[src/verilog/t1rc_pkg.sv]
`default_nettype none
package t1rc_pkg;
  // Host port register addresses and reset value
  localparam logic [7:0] T1RC_LRL_ADDR = 8'h0a;
  localparam logic [7:0] T1RC_RCM_ADDR = 8'h1e;
  localparam logic [7:0] T1RC_REG_RESET = 8'h00;
  // Field positions
  localparam int T1RC_CRC_JP_BIT = 7;
  localparam int T1RC_CHAN_MSB = 4;
  localparam int T1RC_CHAN_LSB = 0;
  localparam int T1RC_LINE_IF_RESET_BIT_BIT = 7;
  localparam int T1RC_RLB_BIT = 6;
  localparam int T1RC_CHAN_W = T1RC_CHAN_MSB - T1RC_CHAN_LSB + 1;
  // Timing
  localparam int T1RC_CLK_PERIOD_NS = 10;
  localparam int T1RC_LINE_IF_RESET_BIT_PULSE_NS = 1000;
  localparam int T1RC_LINE_IF_RESET_BIT_CYCLES =
    (T1RC_LINE_IF_RESET_BIT_PULSE_NS + T1RC_CLK_PERIOD_NS - 1) / T1RC_CLK_PERIOD_NS;
  localparam int T1RC_LINE_IF_RESET_BIT_CW = $clog2(T1RC_LINE_IF_RESET_BIT_CYCLES + 1);
  // Channel monitor stream
  localparam int T1RC_BYTE_W = 8;
  localparam int T1RC_MON_WIDTH = T1RC_BYTE_W + T1RC_CHAN_W;
  localparam int T1RC_FIFO_DEPTH = 16;

  typedef enum logic [0:0] {
    T1RC_RST_IDLE = 1'b0,
    T1RC_RST_PULSE = 1'b1
  } t1rc_rst_state_t;

  function automatic logic t1rc_addr_hit(input logic [7:0] addr,
                                         input logic [7:0] target);
    return addr == target;
  endfunction
endpackage
`default_nettype wire

[src/verilog/t1rc_stream_if.sv]
`timescale 1ns/100ps
`default_nettype none
interface t1rc_stream_if #(parameter int WIDTH = 8) ();
  logic valid;
  logic ready;
  logic [WIDTH-1:0] data;
  modport src(output valid, output data, input ready);
  modport snk(input valid, input data, output ready);
endinterface // t1rc_stream_if
`default_nettype wire

[src/verilog/t1rc_fifo.sv]
`timescale 1ns/100ps
`default_nettype none
module t1rc_fifo #(
  parameter int WIDTH = 13,
  parameter int DEPTH = 16
) (
  input wire logic clk_in,
  input wire logic reset_in,
  t1rc_stream_if.snk wr_if,
  t1rc_stream_if.src rd_if
);
  localparam int AW = $clog2(DEPTH);
  localparam int CW = $clog2(DEPTH + 1);

  logic [WIDTH-1:0] mem_q [DEPTH];
  logic [AW-1:0] wr_ptr_q, wr_ptr_d, rd_ptr_q, rd_ptr_d;
  logic [CW-1:0] count_q, count_d;
  logic [WIDTH-1:0] out_q, out_d;
  logic out_vld_q, out_vld_d;
  logic push, pop;

  // Read data always leave from a register
  always_comb begin
    push = wr_if.valid && wr_if.ready;
    pop = (count_q != '0) && (!out_vld_q || rd_if.ready);
    wr_ptr_d = push ? wr_ptr_q + 1'b1 : wr_ptr_q;
    rd_ptr_d = pop ? rd_ptr_q + 1'b1 : rd_ptr_q;
    count_d = count_q + CW'(push) - CW'(pop);
    out_d = pop ? mem_q[rd_ptr_q] : out_q;
    out_vld_d = pop ? 1'b1 : (rd_if.ready ? 1'b0 : out_vld_q);
  end

  assign wr_if.ready = count_q != CW'(DEPTH);
  assign rd_if.valid = out_vld_q;
  assign rd_if.data = out_q;

  always_ff @(posedge clk_in) begin
    if (reset_in) begin
      wr_ptr_q <= '0;
      rd_ptr_q <= '0;
      count_q <= '0;
      out_q <= '0;
      out_vld_q <= 1'b0;
    end else begin
      wr_ptr_q <= wr_ptr_d;
      rd_ptr_q <= rd_ptr_d;
      count_q <= count_d;
      out_q <= out_d;
      out_vld_q <= out_vld_d;
    end
  end

  always_ff @(posedge clk_in) begin
    if (push) begin
      mem_q[wr_ptr_q] <= wr_if.data;
    end
  end
endmodule // t1rc_fifo
`default_nettype wire

[src/verilog/t1rc_ctrl.sv]
`timescale 1ns/100ps
`default_nettype none
module t1rc_ctrl
  import t1rc_pkg::*;
(
  input wire logic clk_in,
  input wire logic reset_in,
  input wire logic [7:0] host_addr_in,
  input wire logic [7:0] host_wdata_in,
  input wire logic host_wr_in,
  input wire logic host_rd_in,
  output logic [7:0] host_rdata_out,
  input wire logic rx_line_pos_in,
  input wire logic rx_line_neg_in,
  input wire logic rx_bit_strobe_in,
  input wire logic tx_fmt_pos_in,
  input wire logic tx_fmt_neg_in,
  input wire logic tx_bit_strobe_in,
  output logic tx_line_pos_out,
  output logic tx_line_neg_out,
  output logic rx_framer_pos_out,
  output logic rx_framer_neg_out,
  output logic rx_framer_strobe_out,
  output logic rx_japan_crc_select_out,
  output logic far_loopback_enable_out,
  output logic line_if_reset_out,
  input wire logic [7:0] rx_chan_data_in,
  input wire logic [T1RC_CHAN_W-1:0] rx_chan_num_in,
  input wire logic rx_chan_valid_in,
  output logic rx_chan_ready_out,
  output logic [7:0] rx_channel_monitor_reg_out
);

  // Host port registers
  logic crc_jp_q, crc_jp_d;
  logic [T1RC_CHAN_W-1:0] chan_sel_q, chan_sel_d;
  logic line_if_reset_bit_q, line_if_reset_bit_d;
  logic rlb_q, rlb_d;
  logic [7:0] rdata_q, rdata_d;
  logic wr_lrl, wr_rcm;
  logic [7:0] lrl_view, rcm_view;

  always_comb begin
    wr_lrl = host_wr_in && t1rc_addr_hit(host_addr_in, T1RC_LRL_ADDR);
    wr_rcm = host_wr_in && t1rc_addr_hit(host_addr_in, T1RC_RCM_ADDR);
    // Unassigned bits are not stored; host keeps them zero
    crc_jp_d = crc_jp_q;
    chan_sel_d = chan_sel_q;
    if (wr_rcm) begin
      crc_jp_d = host_wdata_in[T1RC_CRC_JP_BIT];
      chan_sel_d = host_wdata_in[T1RC_CHAN_MSB:T1RC_CHAN_LSB];
    end
    line_if_reset_bit_d = line_if_reset_bit_q;
    rlb_d = rlb_q;
    if (wr_lrl) begin
      line_if_reset_bit_d = host_wdata_in[T1RC_LINE_IF_RESET_BIT_BIT];
      rlb_d = host_wdata_in[T1RC_RLB_BIT];
    end
    lrl_view = T1RC_REG_RESET;
    lrl_view[T1RC_LINE_IF_RESET_BIT_BIT] = line_if_reset_bit_q;
    lrl_view[T1RC_RLB_BIT] = rlb_q;
    rcm_view = T1RC_REG_RESET;
    rcm_view[T1RC_CRC_JP_BIT] = crc_jp_q;
    rcm_view[T1RC_CHAN_MSB:T1RC_CHAN_LSB] = chan_sel_q;
    rdata_d = rdata_q;
    if (host_rd_in) begin
      if (t1rc_addr_hit(host_addr_in, T1RC_LRL_ADDR)) begin
        rdata_d = lrl_view;
      end else if (t1rc_addr_hit(host_addr_in, T1RC_RCM_ADDR)) begin
        rdata_d = rcm_view;
      end else begin
        rdata_d = T1RC_REG_RESET;
      end
    end
  end

  // Reset to zero anyway; software still rewrites everything
  always_ff @(posedge clk_in) begin
    if (reset_in) begin
      crc_jp_q <= 1'b0;
      chan_sel_q <= '0;
      line_if_reset_bit_q <= 1'b0;
      rlb_q <= 1'b0;
      rdata_q <= T1RC_REG_RESET;
    end else begin
      crc_jp_q <= crc_jp_d;
      chan_sel_q <= chan_sel_d;
      line_if_reset_bit_q <= line_if_reset_bit_d;
      rlb_q <= rlb_d;
      rdata_q <= rdata_d;
    end
  end

  assign host_rdata_out = rdata_q;
  assign rx_japan_crc_select_out = crc_jp_q;
  assign far_loopback_enable_out = rlb_q;

  // Line interface reset pulse
  t1rc_rst_state_t rst_state_q, rst_state_d;
  logic [T1RC_LINE_IF_RESET_BIT_CW-1:0] rst_cnt_q, rst_cnt_d;
  logic line_if_reset_bit_rise;

  always_comb begin
    // Writing one over one is no edge
    line_if_reset_bit_rise = wr_lrl && host_wdata_in[T1RC_LINE_IF_RESET_BIT_BIT] && !line_if_reset_bit_q;
    rst_state_d = rst_state_q;
    rst_cnt_d = rst_cnt_q;
    case (rst_state_q)
      T1RC_RST_IDLE: begin
        if (line_if_reset_bit_rise) begin
          rst_state_d = T1RC_RST_PULSE;
          rst_cnt_d = T1RC_LINE_IF_RESET_BIT_CW'(T1RC_LINE_IF_RESET_BIT_CYCLES - 1);
        end
      end
      T1RC_RST_PULSE: begin
        // Edges during a pulse are absorbed to keep its length fixed
        if (rst_cnt_q == '0) begin
          rst_state_d = T1RC_RST_IDLE;
        end else begin
          rst_cnt_d = rst_cnt_q - 1'b1;
        end
      end
      default: begin
        rst_state_d = T1RC_RST_IDLE;
      end
    endcase
  end

  always_ff @(posedge clk_in) begin
    if (reset_in) begin
      rst_state_q <= T1RC_RST_IDLE;
      rst_cnt_q <= '0;
    end else begin
      rst_state_q <= rst_state_d;
      rst_cnt_q <= rst_cnt_d;
    end
  end

  assign line_if_reset_out = rst_state_q == T1RC_RST_PULSE;

  // Line data paths
  logic tx_pos_q, tx_pos_d, tx_neg_q, tx_neg_d;
  logic fr_pos_q, fr_pos_d, fr_neg_q, fr_neg_d;
  logic fr_stb_q, fr_stb_d;

  always_comb begin
    tx_pos_d = tx_pos_q;
    tx_neg_d = tx_neg_q;
    if (rlb_q) begin
      // Recovered clock tick times the returned bits
      if (rx_bit_strobe_in) begin
        tx_pos_d = rx_line_pos_in;
        tx_neg_d = rx_line_neg_in;
      end
    end else if (tx_bit_strobe_in) begin
      tx_pos_d = tx_fmt_pos_in;
      tx_neg_d = tx_fmt_neg_in;
    end
    // Framer feed does not look at the loopback bit
    fr_pos_d = rx_bit_strobe_in ? rx_line_pos_in : fr_pos_q;
    fr_neg_d = rx_bit_strobe_in ? rx_line_neg_in : fr_neg_q;
    fr_stb_d = rx_bit_strobe_in;
  end

  always_ff @(posedge clk_in) begin
    if (reset_in) begin
      tx_pos_q <= 1'b0;
      tx_neg_q <= 1'b0;
      fr_pos_q <= 1'b0;
      fr_neg_q <= 1'b0;
      fr_stb_q <= 1'b0;
    end else begin
      tx_pos_q <= tx_pos_d;
      tx_neg_q <= tx_neg_d;
      fr_pos_q <= fr_pos_d;
      fr_neg_q <= fr_neg_d;
      fr_stb_q <= fr_stb_d;
    end
  end

  assign tx_line_pos_out = tx_pos_q;
  assign tx_line_neg_out = tx_neg_q;
  assign rx_framer_pos_out = fr_pos_q;
  assign rx_framer_neg_out = fr_neg_q;
  assign rx_framer_strobe_out = fr_stb_q;

  // Receive channel monitor, buffered behind a FIFO
  t1rc_stream_if #(.WIDTH(T1RC_MON_WIDTH)) mon_wr_if ();
  t1rc_stream_if #(.WIDTH(T1RC_MON_WIDTH)) mon_rd_if ();

  assign mon_wr_if.valid = rx_chan_valid_in;
  assign mon_wr_if.data = {rx_chan_num_in, rx_chan_data_in};
  assign rx_chan_ready_out = mon_wr_if.ready;

  t1rc_fifo #(
    .WIDTH(T1RC_MON_WIDTH),
    .DEPTH(T1RC_FIFO_DEPTH)
  ) u_mon_fifo (
    .clk_in(clk_in),
    .reset_in(reset_in),
    .wr_if(mon_wr_if),
    .rd_if(mon_rd_if)
  );

  logic [7:0] mon_q, mon_d;
  logic mon_take, mon_match;

  // Draining stops during the line reset so the FIFO soaks up bytes
  assign mon_rd_if.ready = !line_if_reset_out;

  always_comb begin
    mon_take = mon_rd_if.valid && mon_rd_if.ready;
    mon_match = mon_rd_if.data[T1RC_MON_WIDTH-1:T1RC_BYTE_W] == chan_sel_q;
    mon_d = (mon_take && mon_match) ?
            mon_rd_if.data[T1RC_BYTE_W-1:0] : mon_q;
  end

  always_ff @(posedge clk_in) begin
    if (reset_in) begin
      mon_q <= '0;
    end else begin
      mon_q <= mon_d;
    end
  end

  assign rx_channel_monitor_reg_out = mon_q;

  // Checks
  logic [T1RC_LINE_IF_RESET_BIT_CW:0] pulse_len_q;

  always_ff @(posedge clk_in) begin
    if (reset_in) begin
      pulse_len_q <= '0;
    end else if (line_if_reset_out) begin
      pulse_len_q <= pulse_len_q + 1'b1;
    end else begin
      pulse_len_q <= '0;
    end
  end
endmodule // t1rc_ctrl
`default_nettype wire

[config.mk]
export PLATFORM = sky130hd
export DESIGN_NAME = t1rc_ctrl
export DESIGN_NICKNAME = d
export VERILOG_FILES = /design/src/verilog/t1rc_pkg.sv /design/src/verilog/t1rc_stream_if.sv /design/src/verilog/t1rc_fifo.sv /design/src/verilog/t1rc_ctrl.sv
export SDC_FILE = /design/constraint.sdc
export NUM_CORES = 1
export LEC_CHECK = 0
export ABC_AREA = 1
export BUFFER_PORTS_ARGS = -buffer_cell sky130_fd_sc_hd__buf_4
export CORE_MARGIN = 2
export CORE_UTILIZATION = 61
export CTS_CLUSTER_DIAMETER = 150
export DETAILED_ROUTE_END_ITERATION = 12
export PLACE_DENSITY = 0.81
export SYNTH_ARGS = -nofsm -noshare
export SYNTH_HDL_FRONTEND = slang
export SYNTH_SLANG_ARGS = --single-unit
[constraint.sdc]
create_clock -name clk_in -period 3.3 [get_ports clk_in]
set_input_delay 0.33 -clock clk_in [delete_from_list [all_inputs] [get_ports clk_in]]
set_output_delay 0.33 -clock clk_in [all_outputs]
set_load 0.1 [all_outputs]
==> Word-level counts from Yosys, hierarchy flattened <==
Memory sizes are Yosys's and may differ from the RTL's. A register that Yosys moved wholly into a read port is not among the register bits.
Index checks and enable logic that the tools add are counted.
{ "classes": {"bitwise_logic": 1, "mux": 18, "eq_ne": 8, "add_sub_neg": 5, "n_reduce_logical": 17} }
{ "op_table": {"columns": ["operator", "count"], "rows": [
  ["8-bit two-way mux", 2],
  ["7-bit two-way mux", 2],
  ["7-bit one-hot mux with 2 select lines", 1],
  ["1-bit two-way mux", 12],
  ["4-bit by 1-bit adder with 4-bit output, second input constant", 2],
  ["8-bit by 4-bit equality test with 1-bit output, second input constant", 1],
  ["8-bit by 5-bit equality test with 1-bit output, second input constant", 1],
  ["1-bit logical AND", 8],
  ["7-bit logical NOT", 1],
  ["7-bit by 1-bit subtractor with 7-bit output, second input constant", 1],
  ["2-bit != test, second input constant", 3],
  ["5-bit by 1-bit adder with 5-bit output", 1],
  ["5-bit equality test", 1],
  ["5-bit != test, second input constant", 1],
  ["5-bit nonzero test", 1],
  ["5-bit by 1-bit subtractor with 5-bit output", 1],
  ["2-bit AND reduction", 2],
  ["1-bit logical NOT", 3],
  ["2-bit by 1-bit != test with 1-bit output, second input constant", 1],
  ["1-bit one-hot mux with 2 select lines", 1],
  ["2-bit nonzero test", 1],
  ["1-bit logical OR", 1],
  ["1-bit NOT", 1]
]} }
{ "totals": {"memories": 1, "ram_bits": 208, "word_cells": 67, "regBits": 51, "in_bits": 40} }
{ "memory_table": {"columns": ["memory", "depth", "width", "rd", "rd_ports_with_merged_regs", "write_ports", "line", "source"], "rows": [
  ["u_mon_fifo.mem_q", 16, 13, 1, 1, 1, "t1rc_fifo.sv:15", "logic [WIDTH-1:0] mem_q [DEPTH];"]
]} }

==> Depth between registers and ports, before layout <==
Gate-level depths: netlist of the first run.
{ "depth": {"ltp_word": 6, "ltp_mapped": 13, "mapped_depth_nobuf": 12} }

==> By module <==
From an unflattened synthesis of the first run, not the netlist that was laid out.
{ "unflattened": {"hier_cells": 1231, "hier_area_um2": 11741.3} }
{ "modules_own_cells": {"columns": ["mod", "cells_each", "n_inst", "seq_area_each_um2", "area_each_um2"], "rows": [
  ["t1rc_fifo", 997, 1, 6786.5, 10084.7],
  ["t1rc_ctrl", 234, 1, 720.7, 1656.6]
]} }

==> Worst setup path before layout of the first run <==
OpenSTA, ideal clock, no wires.
{ "synth_path": {"path_kind": "reg-to-reg", "startpoint": "reg u_mon_fifo.count_q[3]", "endpoint": "reg u_mon_fifo.count_q[4]", "arrival_ns": 2.977, "path_stages_with_launch": 11, "setup_ns": 0.131, "slack_ns": 0.191, "t_required_ns": 3.169, "cell_sequence": "dfxtp_1 inv_1 ha_1 nand4_1 nand2_1 inv_1 ha_1 fa_1 nand3_1 nand3_1 nor3b_1"} }
{ "synth_via": {"elab_chain_len": 4, "elab_cells_between_ends": 6, "cone_classes": "add/sub (2); eq/ne (1); reduce/logical (3)"} }
{ "synth_rtl": {"columns": ["element", "line", "source"], "rows": [
  ["start: declaration", "t1rc_fifo.sv:17", "logic [CW-1:0] count_q, count_d;"],
  ["start signal: assignment", "t1rc_fifo.sv:47", "count_q <= count_d;"],
  ["5-bit != test", "t1rc_fifo.sv:33", "assign wr_if.ready = count_q != CW'(DEPTH);"],
  ["net rx_chan_ready_out", "t1rc_ctrl.sv:30", "output logic rx_chan_ready_out,"],
  ["1-bit logical AND", "t1rc_fifo.sv:24", "push = wr_if.valid && wr_if.ready;"],
  ["net u_mon_fifo.push", "t1rc_fifo.sv:20", "logic push, pop;"],
  ["5-bit by 1-bit adder with 5-bit output", "t1rc_fifo.sv:28", "count_d = count_q + CW'(push) - CW'(pop);"],
  ["5-bit by 1-bit subtractor with 5-bit output", "t1rc_fifo.sv:28", null]
]} }
The timed path passes the listed nets, and every way through them passes these cells.
A chain may end at the register's enable or synchronous reset.

==> Final worst setup path of the first run <==
{ "layout_path": {"startpoint": "reg u_mon_fifo.count_q[2]", "endpoint": "reg u_mon_fifo.count_q[4]"} }
{ "layout_via": {"elab_chain_len": 4, "elab_cells_between_ends": 6, "cone_classes": "add/sub (2); eq/ne (1); reduce/logical (3)"} }
{ "layout_rtl": {"columns": ["element", "line"], "rows": [
  ["5-bit != test", "t1rc_fifo.sv:33"],
  ["1-bit logical AND", "t1rc_fifo.sv:24"],
  ["5-bit by 1-bit adder with 5-bit output", "t1rc_fifo.sv:28"],
  ["5-bit by 1-bit subtractor with 5-bit output (*)", "t1rc_fifo.sv:28"]
]} }
Every way passes the cells marked *; elsewhere a longest branch is shown, timed or not.

==> run metrics, run 1 <==
status=completed; clock skew=27.7 ps; wire per inst=17.7 um; initial core utilization=0.617; number of H-tree levels=1; largest net degree at the start of global routing=74; TritonRoute pass-1 iters=6; gr usage total=0.264; most frequent cells in the layout=411 x nand2_1, 208 x edfxtp_1, 118 x nand3_1, 99 x nor2_1, 85 x buf_4; Max Cap Violations=0; Residual DRC=0; Die Area=19900 um2; syn_area_per_cell=9.83 um2; initial antenna violation count=0; fraction of layout cells with a size suffix above 1=0.111; global-route wire length before repair=40.6 mm; final hold vios=0; total negative setup slack=0 ps; Netlist Area Pre-Place=11500 um2; routed vias/inst=5.54; switching pwr=~0.0033 W; initial drt markers=just under 1000; Die Span Y=141 um; WP data arrival=between 2000 and 3000 ps; Worst Max-Slew Pin Slew=913 ps; dpl hpwl=15.4 mm; Tot Pwr=0.00972 W; RSZ-0062 raised after global routing=false; leakage power=approximately 5.4 nW; Rows=50; vias=slightly above 8000; crit-path cells=inv_1 > ha_1 > nand4_1 > nand2_2 > inv_2 > ha_1 > inv_1 > ha_1 > fa_1 > nand3_1 > a21oi_1 > nor3b_1; Worst-path clk slew=60 ps; Final Max Tran Viols=0; dpl cells=1433; Syn Inst Count=~1200; Detail Route Antenna Nets=0; area delta synth->final=13.4%; final WL=26.2 mm; Worst-Skew Late Latency=550 ps; syn nets=1219; Final nets=1281; post-layout min period=2510 ps; Final Setup Violations=0; cts bufs inserted=27; CP dominant cell by count=ha_1; post-CTS setup repair buffer count=0; PostCTS Resize Cnt=0; Worst setup SP type=register; CP peak stage delay=~440 ps; CP required=3770 ps; fmax=398 MHz; CTS Sinks=around 270; PwrDens=approximately 750 nW/um2; CP Capture Type=register; Die W=about 140 um; number of distinct library cells after synthesis=36; clock power share=0.310; most common cell after layout, fill and taps aside=nand2_1; buffers added on ports=62; fillers=around 1300; number of global-route vias before repair=7716; Max VDD drop=0.627 mV; critical-path cell with the highest stage delay=fa_1; grt total ovfl=0; root buffer cell=clkbuf_16; cts hold-fix bufs=0; Synth Register Bits=271; combinational fraction of design power=0.275; Cell Int Power=0.00644 W; type of the worst min-delay path=in -> reg; Post-Route Utilization=0.700; Top-Level Pins=65; Net Sw Frac=0.338; Seq/Total Area, Yosys=0.655; yosys warns=0; final cell count without fillers=1482; CTS tree=yes; critical path class=reg -> reg; Final Cell Area=13000 um2; Tcrit/Tclk final=0.762; crit-path max FO=9; GP Congestion=between 0.8 and 0.9; clk buf depth=3; Rel. slew slack=0.391; Placement Cell Area=12100 um2; Core Area=18600 um2; Seq pwr share=0.416
-- cell families after synthesis --
logic type      Yosys count  share of synthesized area
buf+inv                 142                     0.0565
fa+ha+maj                13                     0.0148
xor+xnor                  4                    0.00306
flops                   271                      0.655
simple gates            652                      0.233
compound gates           83                     0.0374
other cells               1                   0.000327
-- worst paths after layout --
check	startpoint	depth (start not counted)	slack, ps	to
hold reg to reg	rx_channel_monitor_reg_out[0]$_SDFFE_PP0P_	2	460	rx_channel_monitor_reg_out[0]$_SDFFE_PP0P_
setup / recovery	u_mon_fifo.count_q[2]$_SDFF_PP0_	12	790	u_mon_fifo.count_q[4]$_SDFF_PP0_
hold / removal	host_wdata_in[3]	3	10	chan_sel_q[3]$_SDFFE_PP0P_
setup reg to reg	u_mon_fifo.count_q[2]$_SDFF_PP0_	12	790	u_mon_fifo.count_q[4]$_SDFF_PP0_
-- metrics by stage --
| stage | setup WS, ps | hold slack, ps |
|---|---|---|
| final | 786 | 14.2 |
| after global routing | 654 | 27.6 |
| after CTS | 788 | 11.5 |
| after detailed placement | 800 | 457 |
| after global placement | 852 | 453 |
| after floorplan | 191 | 429 |
-- cell usage after synthesis --
library cell / n / area, um2
inv_2: 3 / 11.3
o21ai_0: 30 / 150
inv_4: 1 / 6.26
or2_2: 1 / 6.26
buf_1: 5 / 18.8
a31oi_1: 2 / 12.5
buf_4: 7 / 52.6
xor2_1: 1 / 8.76
nor3_4: 1 / 16.3
o21ai_1: 12 / 60.1
edfxtp_1: 208 / 6250
inv_1: 84 / 315
fa_1: 1 / 20.0
nor3b_1: 1 / 7.51
nand3_2: 1 / 10.0
clkinv_1: 1 / 3.75
xnor2_1: 3 / 26.3
nor3_1: 2 / 10.0
conb_1: 1 / 3.75
dfxtp_1: 63 / 1260
clkbuf_1: 17 / 63.8
nor2_2: 1 / 6.26
nand2_1: 411 / 1540
o22ai_1: 2 / 12.5
nor2_1: 99 / 372
nand3_1: 118 / 591
nand2_2: 2 / 12.5
o211ai_1: 2 / 15.0
nand4_1: 13 / 81.3
a21oi_1: 34 / 170
nor2_4: 1 / 11.3
buf_2: 15 / 75.1
nand3b_1: 1 / 7.51
buf_6: 9 / 101
ha_1: 12 / 150
o21ai_2: 1 / 8.76
-- worst max-delay path, delay by kind of cell (launching register included) --
kind | cells | cell delay [ps]
flip-flops | 1 | 320
buffers and inverters | 3 | 170
adder cells (fa/ha/maj) | 4 | 1080
AND/OR/NAND/NOR | 4 | 790
AO/OA/AOI/OAI | 1 | 70
-- per-layer routing --
layer,part of all wire,vias up,GRT usage
li1,-,3979,-
met3,0.086,56,0.0489
met1,0.40,3861,0.354
met5,0,-,0
met4,0.024,0,0.0700
met2,0.49,318,0.449
-- area by class of cell --
| cell class | count | area, um2 | share of cell area |
|---|---|---|---|
| sequential | 271 | 7510 | 0.578 |
| multi-input combinational | 753 | 3310 | 0.255 |
| tap | 234 | 293 | 0.0225 |
| timing repair buffer | 86 | 658 | 0.0506 |
| inverter | 89 | 337 | 0.0259 |
| antenna | 1 | 2.50 | 0.000193 |
| clock inverter | 7 | 72.6 | 0.00558 |
| clock buffer | 41 | 812 | 0.0625 |
-- power by group through the flow --
stage | Combinational (W) | Sequential (W) | Clock [W]
after detailed placement | 0.00261 | 0.00411 | 0
after global routing | 0.00298 | 0.00405 | 0.00318
after global placement | 0.00251 | 0.00410 | 0
after CTS | 0.00265 | 0.00404 | 0.00303
after floorplan | 0.00195 | 0.00416 | 0
final | 0.00267 | 0.00404 | 0.00301
-- sequential cells by signal, indices dropped and copies added (netlist names) --
| signal | cells |
|---|---|
| u_mon_fifo.wr_ptr_q | 4 |
| chan_sel_q | 5 |
| u_mon_fifo.rd_ptr_q | 4 |
| u_mon_fifo.count_q | 5 |
| rx_framer_pos_out | 1 |
| tx_line_neg_out | 1 |
| rx_framer_strobe_out | 1 |
| u_mon_fifo.mem_q | 208 |
| line_if_reset_out | 1 |
| u_mon_fifo.rd_if.data | 13 |
| u_mon_fifo.rd_if.valid | 1 |
| rx_channel_monitor_reg_out | 8 |
| line_if_reset_bit_q | 1 |
| rx_framer_neg_out | 1 |
| host_rdata_out | 7 |
| rst_cnt_q | 7 |
| tx_line_pos_out | 1 |
| far_loopback_enable_out | 1 |
| rx_japan_crc_select_out | 1 |
Power figures use the tool's default switching activity.
==> inputs of run 2 (changes only) <==
- clock period: 3.3 -> 2.4 ns (I/O delays scaled with it)
==> run metrics, run 2 (synthesis results as in run 1) <==
status=completed; post-layout min period=2070 ps; Worst-path clk slew=around 60 ps; cts bufs inserted=27; clock skew=26.2 ps; Residual DRC=0; Worst setup SP type=register; GP Congestion=0.822; Max VDD drop=0.774 mV; Die W=141 um; vias=8379; fraction of layout cells with a size suffix above 1=0.140; PwrDens=1010 nW/um2; leakage power=5.52 nW; fillers=1208; cts hold-fix bufs=20; CTS Sinks=about 270; number of global-route vias before repair=around 7900; area delta synth->final=16.6%; Top-Level Pins=65; Tot Pwr=0.0136 W; final hold vios=0; Die Area=19900 um2; most frequent cells in the layout=410 x nand2_1, 208 x edfxtp_1, 117 x nand3_1, 93 x buf_4, 83 x nor2_1; global-route wire length before repair=approximately 42 mm; initial core utilization=0.617; clk buf depth=3; Rows=50; Final Setup Violations=0; Final Cell Area=13400 um2; root buffer cell=clkbuf_16; initial drt markers=1010; grt total ovfl=0; WP data arrival=2500 ps; number of H-tree levels=1; Final nets=1310; gr usage total=0.271; Final Max Tran Viols=0; Rel. slew slack=0.365; CP required=2830 ps; CP Capture Type=register; Die Span Y=141 um; number of flip-flops in the largest register=208; Worst Max-Slew Pin Slew=952 ps; Max Cap Violations=0; PostCTS Resize Cnt=0; TritonRoute pass-1 iters=6; Tcrit/Tclk final=0.863; Placement Cell Area=12300 um2; crit-path max FO=2; CTS tree=yes; setup ws final=329 ps; most common cell after layout, fill and taps aside=nand2_1; Core Area=18600 um2; total negative setup slack=0 ps; initial antenna violation count=0; post-CTS setup repair buffer count=0; largest net degree at the start of global routing=74; wire per inst=17.7 um; Antenna Cells=0; buffers added on ports=slightly above 60; Post-Place Worst Slack=337 ps; fmax=between 400 and 500 MHz; Biggest register=u_mon_fifo.mem_q; final WL=26.7 mm; type of the worst min-delay path=in -> reg; routed vias/inst=approximately 5.5; dpl hpwl=approximately 16 mm; RSZ-0062 raised after global routing=false; Worst-Skew Late Latency=550 ps; critical path class=reg -> reg; Detail Route Antenna Nets=0
==> run 2: cell types whose count changed in the layout (fill, tap and decap cells not counted), moves of 8 or more <==
cell,previous run,this run
nor2_1,99,83
nor2_2,1,14
dlygate4sd3_1,0,20
buf_4,85,93
==> run 2: metrics by stage <==
| stage | utilization | hold WS [ps] | cells |
|---|---|---|---|
| floorplan | - | 339 | 1166 |
| global placement | 0.662 | 454 | 1442 |
| detailed placement | 0.662 | 455 | 1442 |
| CTS | 0.719 | 4.09 | 1512 |
| global route | 0.719 | 14.9 | 1512 |
| finish | 0.719 | 33.1 | 1512 |
==> run 2: area by class of cell <==
| cell class | instances | area, um2 | area share |
|---|---|---|---|
| Clock buffer | 44 | 826 | 0.0618 |
| Sequential cell | 271 | 7520 | 0.562 |
| Timing Repair Buffer | 115 | 938 | 0.0702 |
| Clock inverter | 6 | 47.5 | 0.00356 |
| Multi-Input combinational cell | 753 | 3410 | 0.255 |
| Inverter | 89 | 339 | 0.0254 |
| Tap cell | 234 | 293 | 0.0219 |
==> run 2: path summary, 6_finish.rpt <==
check / slack (ps) / cells past startpoint / from / to
worst min register to register: 460 / 2 / rx_channel_monitor_reg_out[7]$_SDFFE_PP0P_ / rx_channel_monitor_reg_out[7]$_SDFFE_PP0P_
worst max register to register: 330 / 12 / u_mon_fifo.count_q[3]$_SDFF_PP0_ / u_mon_fifo.count_q[4]$_SDFF_PP0_
worst min-delay path: 30 / 1 / rx_chan_num_in[4] / u_mon_fifo.mem_q[0][12]$_DFFE_PP_
worst max-delay path: 330 / 12 / u_mon_fifo.count_q[3]$_SDFF_PP0_ / u_mon_fifo.count_q[4]$_SDFF_PP0_
==> run 2: critical path: stages (launching register included) <==
cell     delay, ps
dfxtp_2        330
inv_2           80
ha_4           130
nand4_1        110
nand2_2        100
inv_2           40
ha_1           260
inv_1           60
ha_4           170
fa_2           360
nand3_2         80
nand3_1         70
nor3b_2        160
==> run 2: power by group <==
| group | internal, W | switching, W |
|---|---|---|
| logic | 0.00121 | 0.00278 |
| registers | 0.00535 | 0.000139 |
| clock network | 0.00236 | 0.00171 |
| total | 0.00892 | 0.00463 |
==> run 2: metal layers <==
layer	global-route usage	part of all wire	vias up
met3	0.0397	0.086	51
met1	0.374	0.40	3872
met4	0.0926	0.020	0
met2	0.446	0.49	418
li1	-	-	4038
met5	0	0	-
